File: config.mk
export PLATFORM = sky130hd
export DESIGN_NAME = fsrx_fast_serial_port
export DESIGN_NICKNAME = d
export VERILOG_FILES = /design/src/include/fsrx_pkg.sv /design/src/hdl/fsrx_fast_serial_port.sv /design/src/hdl/fsrx_fifo.sv /design/src/hdl/fsrx_sync.sv
export SDC_FILE = /design/constraint.sdc
export NUM_CORES = 1
export LEC_CHECK = 0
export BUFFER_PORTS_ARGS = -buffer_cell sky130_fd_sc_hd__buf_4
export CELL_PAD_IN_SITES_DETAIL_PLACEMENT = 1
export CELL_PAD_IN_SITES_GLOBAL_PLACEMENT = 1
export CORE_ASPECT_RATIO = 1.75
export CORE_UTILIZATION = 35
export CTS_CLUSTER_SIZE = 30
export DETAILED_ROUTE_END_ITERATION = 10
export GPL_TIMING_DRIVEN = 1
export PLACE_DENSITY = 0.65
export SETUP_SLACK_MARGIN = 0.05
export SYNTH_ARGS = -nofsm -noshare
export SYNTH_HDL_FRONTEND = slang
export SYNTH_SLANG_ARGS = --single-unit
File: constraint.sdc
create_clock -name clk -period 5.12 [get_ports clk]
set_clock_uncertainty 0.15 [all_clocks]
set_input_delay 1.024 -clock clk [delete_from_list [all_inputs] [get_ports clk]]
set_output_delay 1.024 -clock clk [all_outputs]
set_load 0.1 [all_outputs]
File: src/include/fsrx_pkg.sv
package fsrx_pkg;
  localparam logic [3:0]  ADR_CTRL      = 4'h0;
  localparam logic [3:0]  ADR_DIV       = 4'h1;
  localparam logic [3:0]  ADR_RXDATA    = 4'h2;
  localparam logic [3:0]  ADR_TXDATA    = 4'h3;
  localparam logic [3:0]  ADR_STATUS    = 4'h4;
  localparam logic [3:0]  ADR_IRQ_STAT  = 4'h5;
  localparam logic [3:0]  ADR_IRQ_EN    = 4'h6;
  localparam logic [3:0]  ADR_IRQ_CLR   = 4'h7;
  localparam logic [3:0]  ADR_MEM_ADDR  = 4'h8;
  localparam int          CTRL_BLOCK    = 0;
  localparam int          CTRL_HSK      = 1;
  localparam int          CTRL_RX_EN    = 2;
  localparam int          EV_RXBYTE     = 0;
  localparam int          EV_FRAMEERR   = 1;
  localparam int          EV_OVERRUN    = 2;
  localparam int          EV_TXDONE     = 3;
  localparam int          EV_W          = 4;
  localparam logic [15:0] DIV_RESET     = 16'h0017;
  localparam logic [3:0]  CTRL_RESET    = 4'h4;
  localparam int          RTS_DROP_BIT  = 3;
  localparam int          CTS_SETUP_PS  = 31250; // 1.5 periods of 48 MHz
  localparam int          CLK_PERIOD_PS = 25000;
  localparam int          CTS_SETUP_CYC = (CTS_SETUP_PS + CLK_PERIOD_PS - 1) / CLK_PERIOD_PS;
  typedef enum logic [1:0] {FSRX_IDLE, FSRX_START, FSRX_DATA, FSRX_STOP} fsrx_state_t;
  typedef enum logic [1:0] {FSTX_IDLE, FSTX_WAIT, FSTX_SHIFT} fstx_state_t;
endpackage : fsrx_pkg
File: src/hdl/fsrx_fast_serial_port.sv
// Local design decisions: the placing of the registers and the Wishbone register port.
`timescale 1ns/1ps
module fsrx_fast_serial_port
  import fsrx_pkg::*;
#(
  parameter int FIFO_DEPTH = 4,
  parameter int MEM_AW     = 16
) (
  input  wire logic              clk,
  input  wire logic              rst_b,
  input  wire logic              wb_cyc_i,
  input  wire logic              wb_stb_i,
  input  wire logic              wb_we_i,
  input  wire logic [5:0]        wb_adr_i,
  input  wire logic [3:0]        wb_sel_i,
  input  wire logic [31:0]       wb_dat_i,
  output logic      [31:0]       wb_dat_o,
  output logic                   wb_ack_o,
  input  wire logic              serialRxLine,
  input  wire logic              clearToSendIn,
  output logic                   requestToSendOut,
  output logic                   serialTxLine,
  output logic                   memWrValid,
  input  wire logic              memWrReady,
  output logic      [MEM_AW-1:0] memWrAddr,
  output logic      [7:0]        memWrData,
  output logic                   rxReadyFlag,
  output logic                   irq
);
  // Register state
  logic [3:0]        ctrl_r, ctrl_nxt;
  logic [15:0]       div_r, div_nxt;
  logic [EV_W-1:0]   irqStat_r, irqStat_nxt, irqEn_r, irqEn_nxt;
  logic [MEM_AW-1:0] memAddr_r, memAddr_nxt;
  logic              ack_r, ack_nxt;
  logic [31:0]       dat_r, dat_nxt;
  logic              txReq_r, txReq_nxt;
  logic [7:0]        txByte_r, txByte_nxt;
  logic [EV_W-1:0]   events;
  logic              busWr, busRd, wrLow;
  logic [3:0]        regIdx;

  // Receive state
  fsrx_state_t       rxSt_r, rxSt_nxt;
  logic [15:0]       rxCnt_r, rxCnt_nxt;
  logic [2:0]        rxBit_r, rxBit_nxt;
  logic [7:0]        rxSh_r, rxSh_nxt;
  logic              rxIn, rxDone;
  logic              memPend_r, memPend_nxt;
  logic [7:0]        memData_r, memData_nxt;

  // Transmit state
  fstx_state_t       txSt_r, txSt_nxt;
  logic [15:0]       txCnt_r, txCnt_nxt;
  logic [3:0]        txBit_r, txBit_nxt;
  logic [9:0]        txSh_r, txSh_nxt;
  logic              rts_r, rts_nxt;
  logic [1:0]        ctsWait_r, ctsWait_nxt;
  logic              ctsIn;

  logic              fifoWrValid, fifoWrReady, fifoRdValid, fifoRdReady;
  logic [7:0]        fifoRdData;

  fsrx_sync #(.RESET_VAL(1'b1)) uRxSync (
    .clk     (clk),
    .rst_b   (rst_b),
    .asyncIn (serialRxLine),
    .syncOut (rxIn)
  );

  fsrx_sync #(.RESET_VAL(1'b0)) uCtsSync (
    .clk     (clk),
    .rst_b   (rst_b),
    .asyncIn (clearToSendIn),
    .syncOut (ctsIn)
  );

  fsrx_fifo #(.WIDTH(8), .DEPTH(FIFO_DEPTH)) uRxFifo (
    .clk     (clk),
    .rst_b   (rst_b),
    .wrValid (fifoWrValid),
    .wrReady (fifoWrReady),
    .wrData  (rxSh_r),
    .rdValid (fifoRdValid),
    .rdReady (fifoRdReady),
    .rdData  (fifoRdData)
  );

  // Bus decode
  assign regIdx   = wb_adr_i[5:2];
  assign busWr    = wb_cyc_i && wb_stb_i && wb_we_i && !ack_r;
  assign busRd    = wb_cyc_i && wb_stb_i && !wb_we_i && !ack_r;
  assign wrLow    = busWr && wb_sel_i[0];
  assign wb_ack_o = ack_r;
  assign wb_dat_o = dat_r;
  assign fifoRdReady = busRd && (regIdx == ADR_RXDATA);
  assign rxReadyFlag = fifoRdValid;
  assign irq = |(irqStat_r & irqEn_r);
  assign requestToSendOut = rts_r;
  assign serialTxLine = txSh_r[0];
  assign memWrValid = memPend_r;
  assign memWrAddr  = memAddr_r;
  assign memWrData  = memData_r;

  // Receiver: mid-bit sampling; divisor is clocks per bit time
  always_comb begin
    rxSt_nxt    = rxSt_r;
    rxCnt_nxt   = rxCnt_r;
    rxBit_nxt   = rxBit_r;
    rxSh_nxt    = rxSh_r;
    rxDone      = 1'b0;
    events      = '0;
    case (rxSt_r)
      FSRX_IDLE: begin
        if (ctrl_r[CTRL_RX_EN] && !rxIn) begin
          rxSt_nxt  = FSRX_START;
          rxCnt_nxt = {1'b0, div_r[15:1]};
        end
      end
      FSRX_START: begin
        if (rxCnt_r == '0) begin
          if (rxIn) begin
            rxSt_nxt = FSRX_IDLE;
          end else begin
            rxSt_nxt  = FSRX_DATA;
            rxCnt_nxt = div_r - 16'h0001;
            rxBit_nxt = '0;
          end
        end else begin
          rxCnt_nxt = rxCnt_r - 16'h0001;
        end
      end
      FSRX_DATA: begin
        if (rxCnt_r == '0) begin
          rxSh_nxt  = {rxIn, rxSh_r[7:1]};
          rxCnt_nxt = div_r - 16'h0001;
          rxBit_nxt = rxBit_r + 3'h1;
          if (rxBit_r == 3'h7) rxSt_nxt = FSRX_STOP;
        end else begin
          rxCnt_nxt = rxCnt_r - 16'h0001;
        end
      end
      FSRX_STOP: begin
        if (rxCnt_r == '0) begin
          rxSt_nxt = FSRX_IDLE;
          if (rxIn) rxDone = 1'b1;
          else events[EV_FRAMEERR] = 1'b1;
        end else begin
          rxCnt_nxt = rxCnt_r - 16'h0001;
        end
      end
      default: rxSt_nxt = FSRX_IDLE;
    endcase
    if (rxDone) events[EV_RXBYTE] = 1'b1;
    fifoWrValid = rxDone && !ctrl_r[CTRL_BLOCK];
    if (fifoWrValid && !fifoWrReady) events[EV_OVERRUN] = 1'b1;
    memPend_nxt = memPend_r && !memWrReady;
    memData_nxt = memData_r;
    memAddr_nxt = memAddr_r;
    if (memPend_r && memWrReady) memAddr_nxt = memAddr_r + 1'b1;
    if (rxDone && ctrl_r[CTRL_BLOCK]) begin
      if (memPend_r && !memWrReady) begin
        events[EV_OVERRUN] = 1'b1;
      end else begin
        memPend_nxt = 1'b1;
        memData_nxt = rxSh_r;
      end
    end
    if (busWr && (regIdx == ADR_MEM_ADDR)) memAddr_nxt = wb_dat_i[MEM_AW-1:0];
    if (txSt_r == FSTX_SHIFT && txBit_r == 4'h9 && txCnt_r == '0) events[EV_TXDONE] = 1'b1;
  end

  // Transmitter with request/clear-to-send handshake
  always_comb begin
    txSt_nxt    = txSt_r;
    txCnt_nxt   = txCnt_r;
    txBit_nxt   = txBit_r;
    txSh_nxt    = txSh_r;
    rts_nxt     = rts_r;
    ctsWait_nxt = ctsWait_r;
    txReq_nxt   = txReq_r;
    txByte_nxt  = txByte_r;
    if (busWr && (regIdx == ADR_TXDATA) && !txReq_r && wb_sel_i[0]) begin
      txReq_nxt  = 1'b1;
      txByte_nxt = wb_dat_i[7:0];
    end
    case (txSt_r)
      FSTX_IDLE: begin
        if (txReq_r) begin
          txSt_nxt    = FSTX_WAIT;
          rts_nxt     = ctrl_r[CTRL_HSK];
          ctsWait_nxt = 2'(CTS_SETUP_CYC);
        end
      end
      FSTX_WAIT: begin
        if (ctsWait_r != '0) ctsWait_nxt = ctsWait_r - 2'h1;
        if (!ctrl_r[CTRL_HSK] || (ctsWait_r == '0 && ctsIn)) begin
          txSt_nxt  = FSTX_SHIFT;
          txSh_nxt  = {1'b1, txByte_r, 1'b0};
          txCnt_nxt = div_r - 16'h0001;
          txBit_nxt = '0;
          txReq_nxt = 1'b0;
        end
      end
      FSTX_SHIFT: begin
        if (txCnt_r == '0) begin
          txCnt_nxt = div_r - 16'h0001;
          txSh_nxt  = {1'b1, txSh_r[9:1]};
          txBit_nxt = txBit_r + 4'h1;
          if (txBit_r == 4'(RTS_DROP_BIT - 1)) rts_nxt = 1'b0;
          if (txBit_r == 4'h9) txSt_nxt = FSTX_IDLE;
        end else begin
          txCnt_nxt = txCnt_r - 16'h0001;
        end
      end
      default: txSt_nxt = FSTX_IDLE;
    endcase
  end

  // Register file
  always_comb begin
    ctrl_nxt    = ctrl_r;
    div_nxt     = div_r;
    irqEn_nxt   = irqEn_r;
    irqStat_nxt = irqStat_r;
    ack_nxt     = wb_cyc_i && wb_stb_i && !ack_r;
    dat_nxt     = dat_r;
    if (wrLow && regIdx == ADR_CTRL)    ctrl_nxt = wb_dat_i[3:0];
    if (busWr && regIdx == ADR_DIV)     div_nxt  = {wb_sel_i[1] ? wb_dat_i[15:8] : div_r[15:8],
                                                    wb_sel_i[0] ? wb_dat_i[7:0] : div_r[7:0]};
    if (wrLow && regIdx == ADR_IRQ_EN)  irqEn_nxt = wb_dat_i[EV_W-1:0];
    if (wrLow && regIdx == ADR_IRQ_CLR) irqStat_nxt = irqStat_r & ~wb_dat_i[EV_W-1:0];
    irqStat_nxt = irqStat_nxt | events;
    if (busRd) begin
      case (regIdx)
        ADR_CTRL:     dat_nxt = {28'h0000000, ctrl_r};
        ADR_DIV:      dat_nxt = {16'h0000, div_r};
        ADR_RXDATA:   dat_nxt = {24'h000000, fifoRdValid ? fifoRdData : 8'h00};
        ADR_STATUS:   dat_nxt = {26'h0000000, memPend_r, txReq_r, rts_r, ctsIn, rxIn, fifoRdValid};
        ADR_IRQ_STAT: dat_nxt = {28'h0000000, irqStat_r};
        ADR_IRQ_EN:   dat_nxt = {28'h0000000, irqEn_r};
        ADR_MEM_ADDR: dat_nxt = {{(32-MEM_AW){1'b0}}, memAddr_r};
        default:      dat_nxt = 32'h00000000;
      endcase
    end
  end

  always_ff @(posedge clk or negedge rst_b) begin
    if (!rst_b) begin
      ctrl_r    <= CTRL_RESET;
      div_r     <= DIV_RESET;
      irqStat_r <= '0;
      irqEn_r   <= '0;
      memAddr_r <= '0;
      ack_r     <= 1'b0;
      dat_r     <= '0;
      txReq_r   <= 1'b0;
      txByte_r  <= '0;
      rxSt_r    <= FSRX_IDLE;
      rxCnt_r   <= '0;
      rxBit_r   <= '0;
      rxSh_r    <= '0;
      memPend_r <= 1'b0;
      memData_r <= '0;
      txSt_r    <= FSTX_IDLE;
      txCnt_r   <= '0;
      txBit_r   <= '0;
      txSh_r    <= 10'h3FF;
      rts_r     <= 1'b0;
      ctsWait_r <= '0;
    end else begin
      ctrl_r    <= ctrl_nxt;
      div_r     <= div_nxt;
      irqStat_r <= irqStat_nxt;
      irqEn_r   <= irqEn_nxt;
      memAddr_r <= memAddr_nxt;
      ack_r     <= ack_nxt;
      dat_r     <= dat_nxt;
      txReq_r   <= txReq_nxt;
      txByte_r  <= txByte_nxt;
      rxSt_r    <= rxSt_nxt;
      rxCnt_r   <= rxCnt_nxt;
      rxBit_r   <= rxBit_nxt;
      rxSh_r    <= rxSh_nxt;
      memPend_r <= memPend_nxt;
      memData_r <= memData_nxt;
      txSt_r    <= txSt_nxt;
      txCnt_r   <= txCnt_nxt;
      txBit_r   <= txBit_nxt;
      txSh_r    <= txSh_nxt;
      rts_r     <= rts_nxt;
      ctsWait_r <= ctsWait_nxt;
    end
  end
endmodule : fsrx_fast_serial_port

File: src/hdl/fsrx_fifo.sv
`timescale 1ns/1ps
module fsrx_fifo
  import fsrx_pkg::*;
#(
  parameter int WIDTH = 8,
  parameter int DEPTH = 4
) (
  input  wire logic             clk,
  input  wire logic             rst_b,
  input  wire logic             wrValid,
  output logic                  wrReady,
  input  wire logic [WIDTH-1:0] wrData,
  output logic                  rdValid,
  input  wire logic             rdReady,
  output logic      [WIDTH-1:0] rdData
);
  localparam int AW = $clog2(DEPTH);
  logic [WIDTH-1:0] mem_r [DEPTH];
  logic [WIDTH-1:0] mem_nxt [DEPTH];
  logic [AW-1:0]    wrPtr_r, wrPtr_nxt, rdPtr_r, rdPtr_nxt;
  logic [AW:0]      count_r, count_nxt;
  logic             doWr, doRd;

  assign wrReady = (count_r != (AW+1)'(DEPTH));
  assign rdValid = (count_r != '0);
  assign rdData  = mem_r[rdPtr_r];

  always_comb begin
    doWr      = wrValid && wrReady;
    doRd      = rdValid && rdReady;
    mem_nxt   = mem_r;
    wrPtr_nxt = wrPtr_r;
    rdPtr_nxt = rdPtr_r;
    if (doWr) begin
      mem_nxt[wrPtr_r] = wrData;
      wrPtr_nxt        = (wrPtr_r == AW'(DEPTH-1)) ? '0 : wrPtr_r + 1'b1;
    end
    if (doRd) begin
      rdPtr_nxt = (rdPtr_r == AW'(DEPTH-1)) ? '0 : rdPtr_r + 1'b1;
    end
    count_nxt = count_r + (AW+1)'(doWr) - (AW+1)'(doRd);
  end

  always_ff @(posedge clk or negedge rst_b) begin
    if (!rst_b) begin
      for (int i = 0; i < DEPTH; i++) mem_r[i] <= '0;
      wrPtr_r <= '0;
      rdPtr_r <= '0;
      count_r <= '0;
    end else begin
      mem_r   <= mem_nxt;
      wrPtr_r <= wrPtr_nxt;
      rdPtr_r <= rdPtr_nxt;
      count_r <= count_nxt;
    end
  end
endmodule : fsrx_fifo

File: src/hdl/fsrx_sync.sv
`timescale 1ns/1ps
module fsrx_sync
  import fsrx_pkg::*;
#(
  parameter logic RESET_VAL = 1'b1
) (
  input  wire logic clk,
  input  wire logic rst_b,
  input  wire logic asyncIn,
  output logic      syncOut
);
  logic stage1_r, stage2_r;
  always_ff @(posedge clk or negedge rst_b) begin
    if (!rst_b) begin
      stage1_r <= RESET_VAL;
      stage2_r <= RESET_VAL;
    end else begin
      stage1_r <= asyncIn;
      stage2_r <= stage1_r;
    end
  end
  assign syncOut = stage2_r;
endmodule : fsrx_sync

-- Word-level counts from Yosys, hierarchy flattened
Cells that the tools add are included.
- register bits: 202
- output and inout port bits: 62
- word-level logic and storage cells: 216
- add/sub/neg operators: 11
- eq/ne operators: 33
- reductions and logical operators: 63
- bitwise operators: 7
- magnitude comparators: 3
- mux-type cells: 66
- operators by type and width (cell ; number):
    $mux 16 ; 9
    $pmux 16 s7 ; 1
    $pmux 16 s4 ; 1
    $sub 16x1->16 const B ; 3
    $bwmux 32 ; 1
    $logic_not 16->1 ; 2
    $mux 8 ; 4
    $pmux 16 s2 ; 1
    $logic_and 1x1->1 ; 28
    $mux 2 ; 14
    $mux 10 ; 2
    $ne 2x2->1 const B ; 10
    $pmux 10 s2 ; 1
    $mux 1 ; 18
    $add 16x1->16 const B ; 1
    $bmux 8 s2 ; 1
    $demux 8 s2 ; 1
    $eq 4x3->1 const B ; 4
    $eq 4x2->1 const B ; 3
    $mux 4 ; 3
    $reduce_and 4->1 ; 3
    $reduce_bool 2->1 ; 6
    $eq 2x2->1 const B ; 5
    $reduce_and 2->1 ; 5
    34 further kinds ; 56

-- Logic depth before layout (Yosys ltp)
- depth in word-level cells: 9
- depth in mapped cells: 13
- depth with buffers taken out: 12

-- Modules after synthesis
Synthesis repeated with hierarchy kept, for this count alone.
- cell total of the unflattened synthesis: 941
- area, all modules: 9998.3 µm²
- modules (own cells, without submodules) (module ; times used ; seq. area each (µm²) ; area each (µm²) ; cells an instance):
    fsrx_fast_serial_port ; 1 ; 3570.9 ; 7925.1 ; 821
    fsrx_fifo ; 1 ; 975.9 ; 1970.6 ; 116
    fsrx_sync (uRxSync) ; 1 ; 52.6 ; 52.6 ; 2
    fsrx_sync (uCtsSync) ; 1 ; 50.0 ; 50.0 ; 2

-- Least setup slack after synthesis
Ideal clock, no wire load.
- path kind: input -> register
- from: input wb_adr_i[3]
- to: register uRxFifo.count_r[2]
- data required time: 4847 ps
- data arrival time: 3017 ps
- stages: 12
- library setup time: 123 ps
- setup slack: 1830 ps
- cells stage by stage: clkbuf_1 and4b_1 clkbuf_1 nand2b_1 inv_1 ha_1 inv_1 ha_1 inv_1 fa_1 xnor2_1 xnor2_1
- longest elaborated chain between the ends: 4
- ends and longest elaborated chain (what ; RTL line ; source):
    from (decl) ; fsrx_fast_serial_port.sv:14 ; input wire logic [5:0] wb_adr_i,
    $eq 4x2->1 ; fsrx_fast_serial_port.sv:96 ; assign fifoRdReady = busRd && (regIdx == ADR_RXDATA);
    $logic_and 1x1->1 ; fsrx_fast_serial_port.sv:96 ;
    $logic_and 1x1->1 ; fsrx_fifo.sv:30 ; doRd = rdValid && rdReady;
    named net uRxFifo.doRd ; fsrx_fifo.sv:22 ; logic doWr, doRd;
    $sub 3x1->3 ; fsrx_fifo.sv:41 ; count_nxt = count_r + (AW+1)'(doWr) - (AW+1)'(doRd);
    named net uRxFifo.count_nxt[2] ; fsrx_fifo.sv:21 ; logic [AW:0] count_r, count_nxt;
    to (signal assigned) ; fsrx_fifo.sv:54 ; count_r <= count_nxt;
    to (decl) ; fsrx_fifo.sv:21 ;
The timed path passes the listed nets, and every way through them passes these cells.
A chain may end at the register's enable or synchronous reset.

-- Worst setup path in the final report
- from: register rxCnt_r[0]
- to: register uRxFifo.count_r[2]
- longest elaborated chain between the ends: 7
- ends and longest elaborated chain (what ; RTL line ; source):
    from (decl) ; fsrx_fast_serial_port.sv:45 ; logic [15:0] rxCnt_r, rxCnt_nxt;
    from (signal assigned) ; fsrx_fast_serial_port.sv:282 ; rxCnt_r <= rxCnt_nxt;
    $logic_not 16->1 ; fsrx_fast_serial_port.sv:144 ; if (rxCnt_r == '0) begin
    $mux 1 ; fsrx_fast_serial_port.sv:144 ;
    $mux 1 ; fsrx_fast_serial_port.sv:113 ; case (rxSt_r)
    $logic_and 1x1->1 ; fsrx_fast_serial_port.sv:155 ; fifoWrValid = rxDone && !ctrl_r[CTRL_BLOCK];
    $logic_and 1x1->1 ; fsrx_fifo.sv:29 ; doWr = wrValid && wrReady;
    named net uRxFifo.doWr ; fsrx_fifo.sv:22 ;
    $add 3x1->3 ; fsrx_fifo.sv:41 ;
    $sub 3x1->3 ; fsrx_fifo.sv:41 ;
    named net uRxFifo.count_nxt[2] ; fsrx_fifo.sv:21 ;
The timed path passes the listed nets, and every way through them passes these cells.

==> run summary <==
Status - completed
Register area share after synthesis - 0.460
R2R depth - 11
# diodes - 0
Final nets - 1,087
Flops & latches, synth - 185
Worst IR Drop VDD - 0.266 mV
Num CTS Buffers - 17
Slew @ Worst Pin - 1.15 ns
Pwr Density - 436 nW/um^2
Worst-Skew Late Latency - 0.45 ns
CTS Sinks - 185
Lkg Pwr - 5.28 nW
Setup TNS - 0 ns
Share of cells above drive strength 1 - 0.241
GRT Total Usage - 0.224
Synth Flop Type - dfrtp_1
Final hold violations - 0
Max cap viols - 0
Reg-to-Reg End - uRxFifo.count_r[2]$_DFF_PN0_
FF-to-FF Start - rxCnt_r[0]$_DFFE_PN0P_
Post-route cell area - 11,700 um^2
Post-cts resize count - 0
Synth area leader - dfrtp_1
Area Overhead vs Synth - 15.4%
CTS root buf - clkbuf_16
Placed Area - 11,000 um^2
WL/cell - 21.9 um
WL final - 30,700 um
Starting Density - 0.354
CP Launch Type - register
Tcrit/Tclk final - 0.666
Via-to-Cell Ratio - 5.59
Die X - 130 um
Critical Path Sink Type - register
WP data required - 5.31 ns
Drt drc - 0
Worst EP arrival - 3.60 ns
Maximum root-to-sink buffer count - 2
Fmax - 293 MHz
Post-layout util - 0.409
RSZ-0062 raised after global routing - false
Chip Height - 227 um
Routed Antenna Nets - 0
Worst rel slew slack - 0.230
Core Region - 28,500 um^2
Most frequent cells after synthesis - dfrtp_1, nand2_1, nor2_1
Post-detail-place hpwl - 22,900 um
Net Sw Frac - 0.387
DR pass1 iterations - 5
Non-filler cells, final - 1,403
Area taken by multi-input logic gates - 5070 um^2
Gate power share - 0.329
Vias in the first global route - 8,484
Count leader, synth - dfrtp_1
Post-synth EDFFs - 0
Routability cong. - 0.835
Post-CTS Hold Buffers - 0
# fillers - 3,227
Hold worst-path end - uCtsSync.syncOut$_DFF_PN0_
Worst-path fanout max - 10
Synth Cell Area - 10,100 um^2
DP Worst Slack - 1.53 ns
Total die area - 29,600 um^2
Ranking of synthesized cells by area - dfrtp_1, mux2_2, dfstp_2, mux2_4, nand2_1
Sw power - 1.97 mW
Overflow after GRT - 0
Final setup vio count - 0
Post-synthesis async set-or-reset flop share - 1.00
FF/Latch Area - 4650 um^2
Largest net degree at the start of global routing - 99
Internal power - 3.12 mW
TritonCTS clock tree - done
DR vias - 7,846
Clock power share - 0.299
# rows - 82
Final hold slack - 0.205 ns
Critical path type - reg -> reg
Placed Instances - 1,371
CTS clk-pin slew, worst paths - 0.07 ns
Initial DRC Count - 377
H-Tree Depth - 4
Post-synth top area share - 0.418
Max Slew Vio Count - 0
Synth cell types - 86
Global-route wire length before repair - 49,300 um
Power Total - 5.09 mW
Worst Hold Launch - uCtsSync.stage1_r$_DFF_PN0_
PortBufs - 75
Post CTS Setup Buffer Count - 0
Initial antenna violation count - 0
Final WS setup - 1.71 ns
Avg Cell Area, Syn - 10.6 um^2
Reg power frac - 0.373
Tmin final - 3.41 ns
Warnings from Yosys - 0
I/O pin count - 112
R2R Setup Slk - 1.71 ns
Syn Inst Count - 956
Min-Delay Path Class - reg -> reg
WHS Path Cells - 0
## power by group through the flow
stage / Combinational (mW) / Sequential, mW / Clock (mW)
3_3_place_gp: 1.63 / 1.92 / 0
4_1_cts: 1.67 / 1.90 / 1.56
3_5_place_dp: 1.67 / 1.92 / 0
5_1_grt: 1.82 / 1.93 / 1.60
6_report: 1.67 / 1.90 / 1.52
2_1_floorplan: 1.09 / 2.00 / 0
## flip-flops by register name (all words and copies together), names as in the netlist, 8 cells and up, named ones only
| register | count |
|---|---|
| txCnt_r | 16 |
| memWrData | 8 |
| uRxFifo.mem_r | 32 |
| rxCnt_r | 16 |
| txByte_r | 8 |
| div_r | 16 |
| wb_dat_o | 16 |
| rxSh_r | 8 |
| memWrAddr | 16 |
| txSh_r | 9 |
## critical path, stage by stage, from the launching register on
cell and delay, ns:
dfrtp_1 0.46, inv_1 0.11, ha_1 0.25, nor4b_4 0.37
and4_1 0.52, nand3_1 0.32, nor3_1 0.25, ha_1 0.18
inv_1 0.05, fa_1 0.37, xnor2_1 0.14, xnor2_1 0.12
## cells by family (layout without fill, tap and decap cells)
family / count (synthesis) / in the layout / synth area share
AOI/OAI and AO/OA: 213 / 213 / 0.146
muxes: 103 / 103 / 0.131
xor gates and xnor gates: 32 / 32 / 0.0277
and+or+nand+nor: 299 / 299 / 0.159
other: 1 / 16 / 0.000371
adders and majority gates: 25 / 25 / 0.0317
buffers and inverters: 98 / 152 / 0.0442
DFF: 185 / 185 / 0.460
## layout make-up
cell class	instances	share of cell area
Timing Repair Buffer	88	0.0582
Tap cell	378	0.0405
Clock buffer	22	0.0415
Sequential cell	185	0.399
Clock inverter	10	0.0162
Inverter	32	0.0103
Multi-Input combinational cell	688	0.435
## placed cells by master (no fill, tap or decap), types with 6 or more instances in the layout
cell,Yosys,layout
o21ai_0,46,46
clkbuf_16,0,17
nor3_1,23,23
or3_1,6,6
nor4_1,18,18
nand4_1,13,13
a221o_1,9,9
inv_1,32,32
nand2_1,83,83
mux2_4,24,24
a31oi_1,13,13
ha_1,24,24
dfstp_2,16,16
nand2b_1,11,11
o31ai_1,11,11
or4_1,6,6
xnor2_1,12,12
a21oi_1,42,42
conb_1,1,16
mux2_2,59,59
nand3_1,21,21
a22oi_1,12,12
buf_4,17,86
nor2_1,70,70
xor2_1,20,20
a21o_1,9,9
dfrtp_1,169,169
mux4_2,8,8
a22o_1,9,9
mux2i_1,12,12
## how the worst max path moves through the flow
| stage | from | cells past startpoint | to | slack (ns) |
|---|---|---|---|---|
| final | rxCnt_r[0]$_DFFE_PN0P_ | 11 | uRxFifo.count_r[2]$_DFF_PN0_ | 1.71 |
| after floorplan | wb_adr_i[3] | 12 | uRxFifo.count_r[2]$_DFF_PN0_ | 1.83 |
| after detailed placement | wb_adr_i[4] | 12 | uRxFifo.count_r[2]$_DFF_PN0_ | 1.53 |
| after global placement | wb_adr_i[4] | 12 | uRxFifo.count_r[2]$_DFF_PN0_ | 1.56 |
| after CTS | rxCnt_r[0]$_DFFE_PN0P_ | 11 | uRxFifo.count_r[2]$_DFF_PN0_ | 1.68 |
| after global routing | rxCnt_r[0]$_DFFE_PN0P_ | 11 | uRxFifo.count_r[2]$_DFF_PN0_ | 1.48 |
## metal layers
metal | track usage | part of all wire | routed length, um | up-vias
li1 | - | - | - | 3584
met1 | 0.244 | 0.37 | 11500 | 4058
met2 | 0.414 | 0.56 | 17300 | 150
met3 | 0.0411 | 0.031 | 948 | 54
met4 | 0.0994 | 0.032 | 979 | 0
met5 | 0 | 0 | 0 | -
No activity file was read; power rests on OpenSTA's default activity.
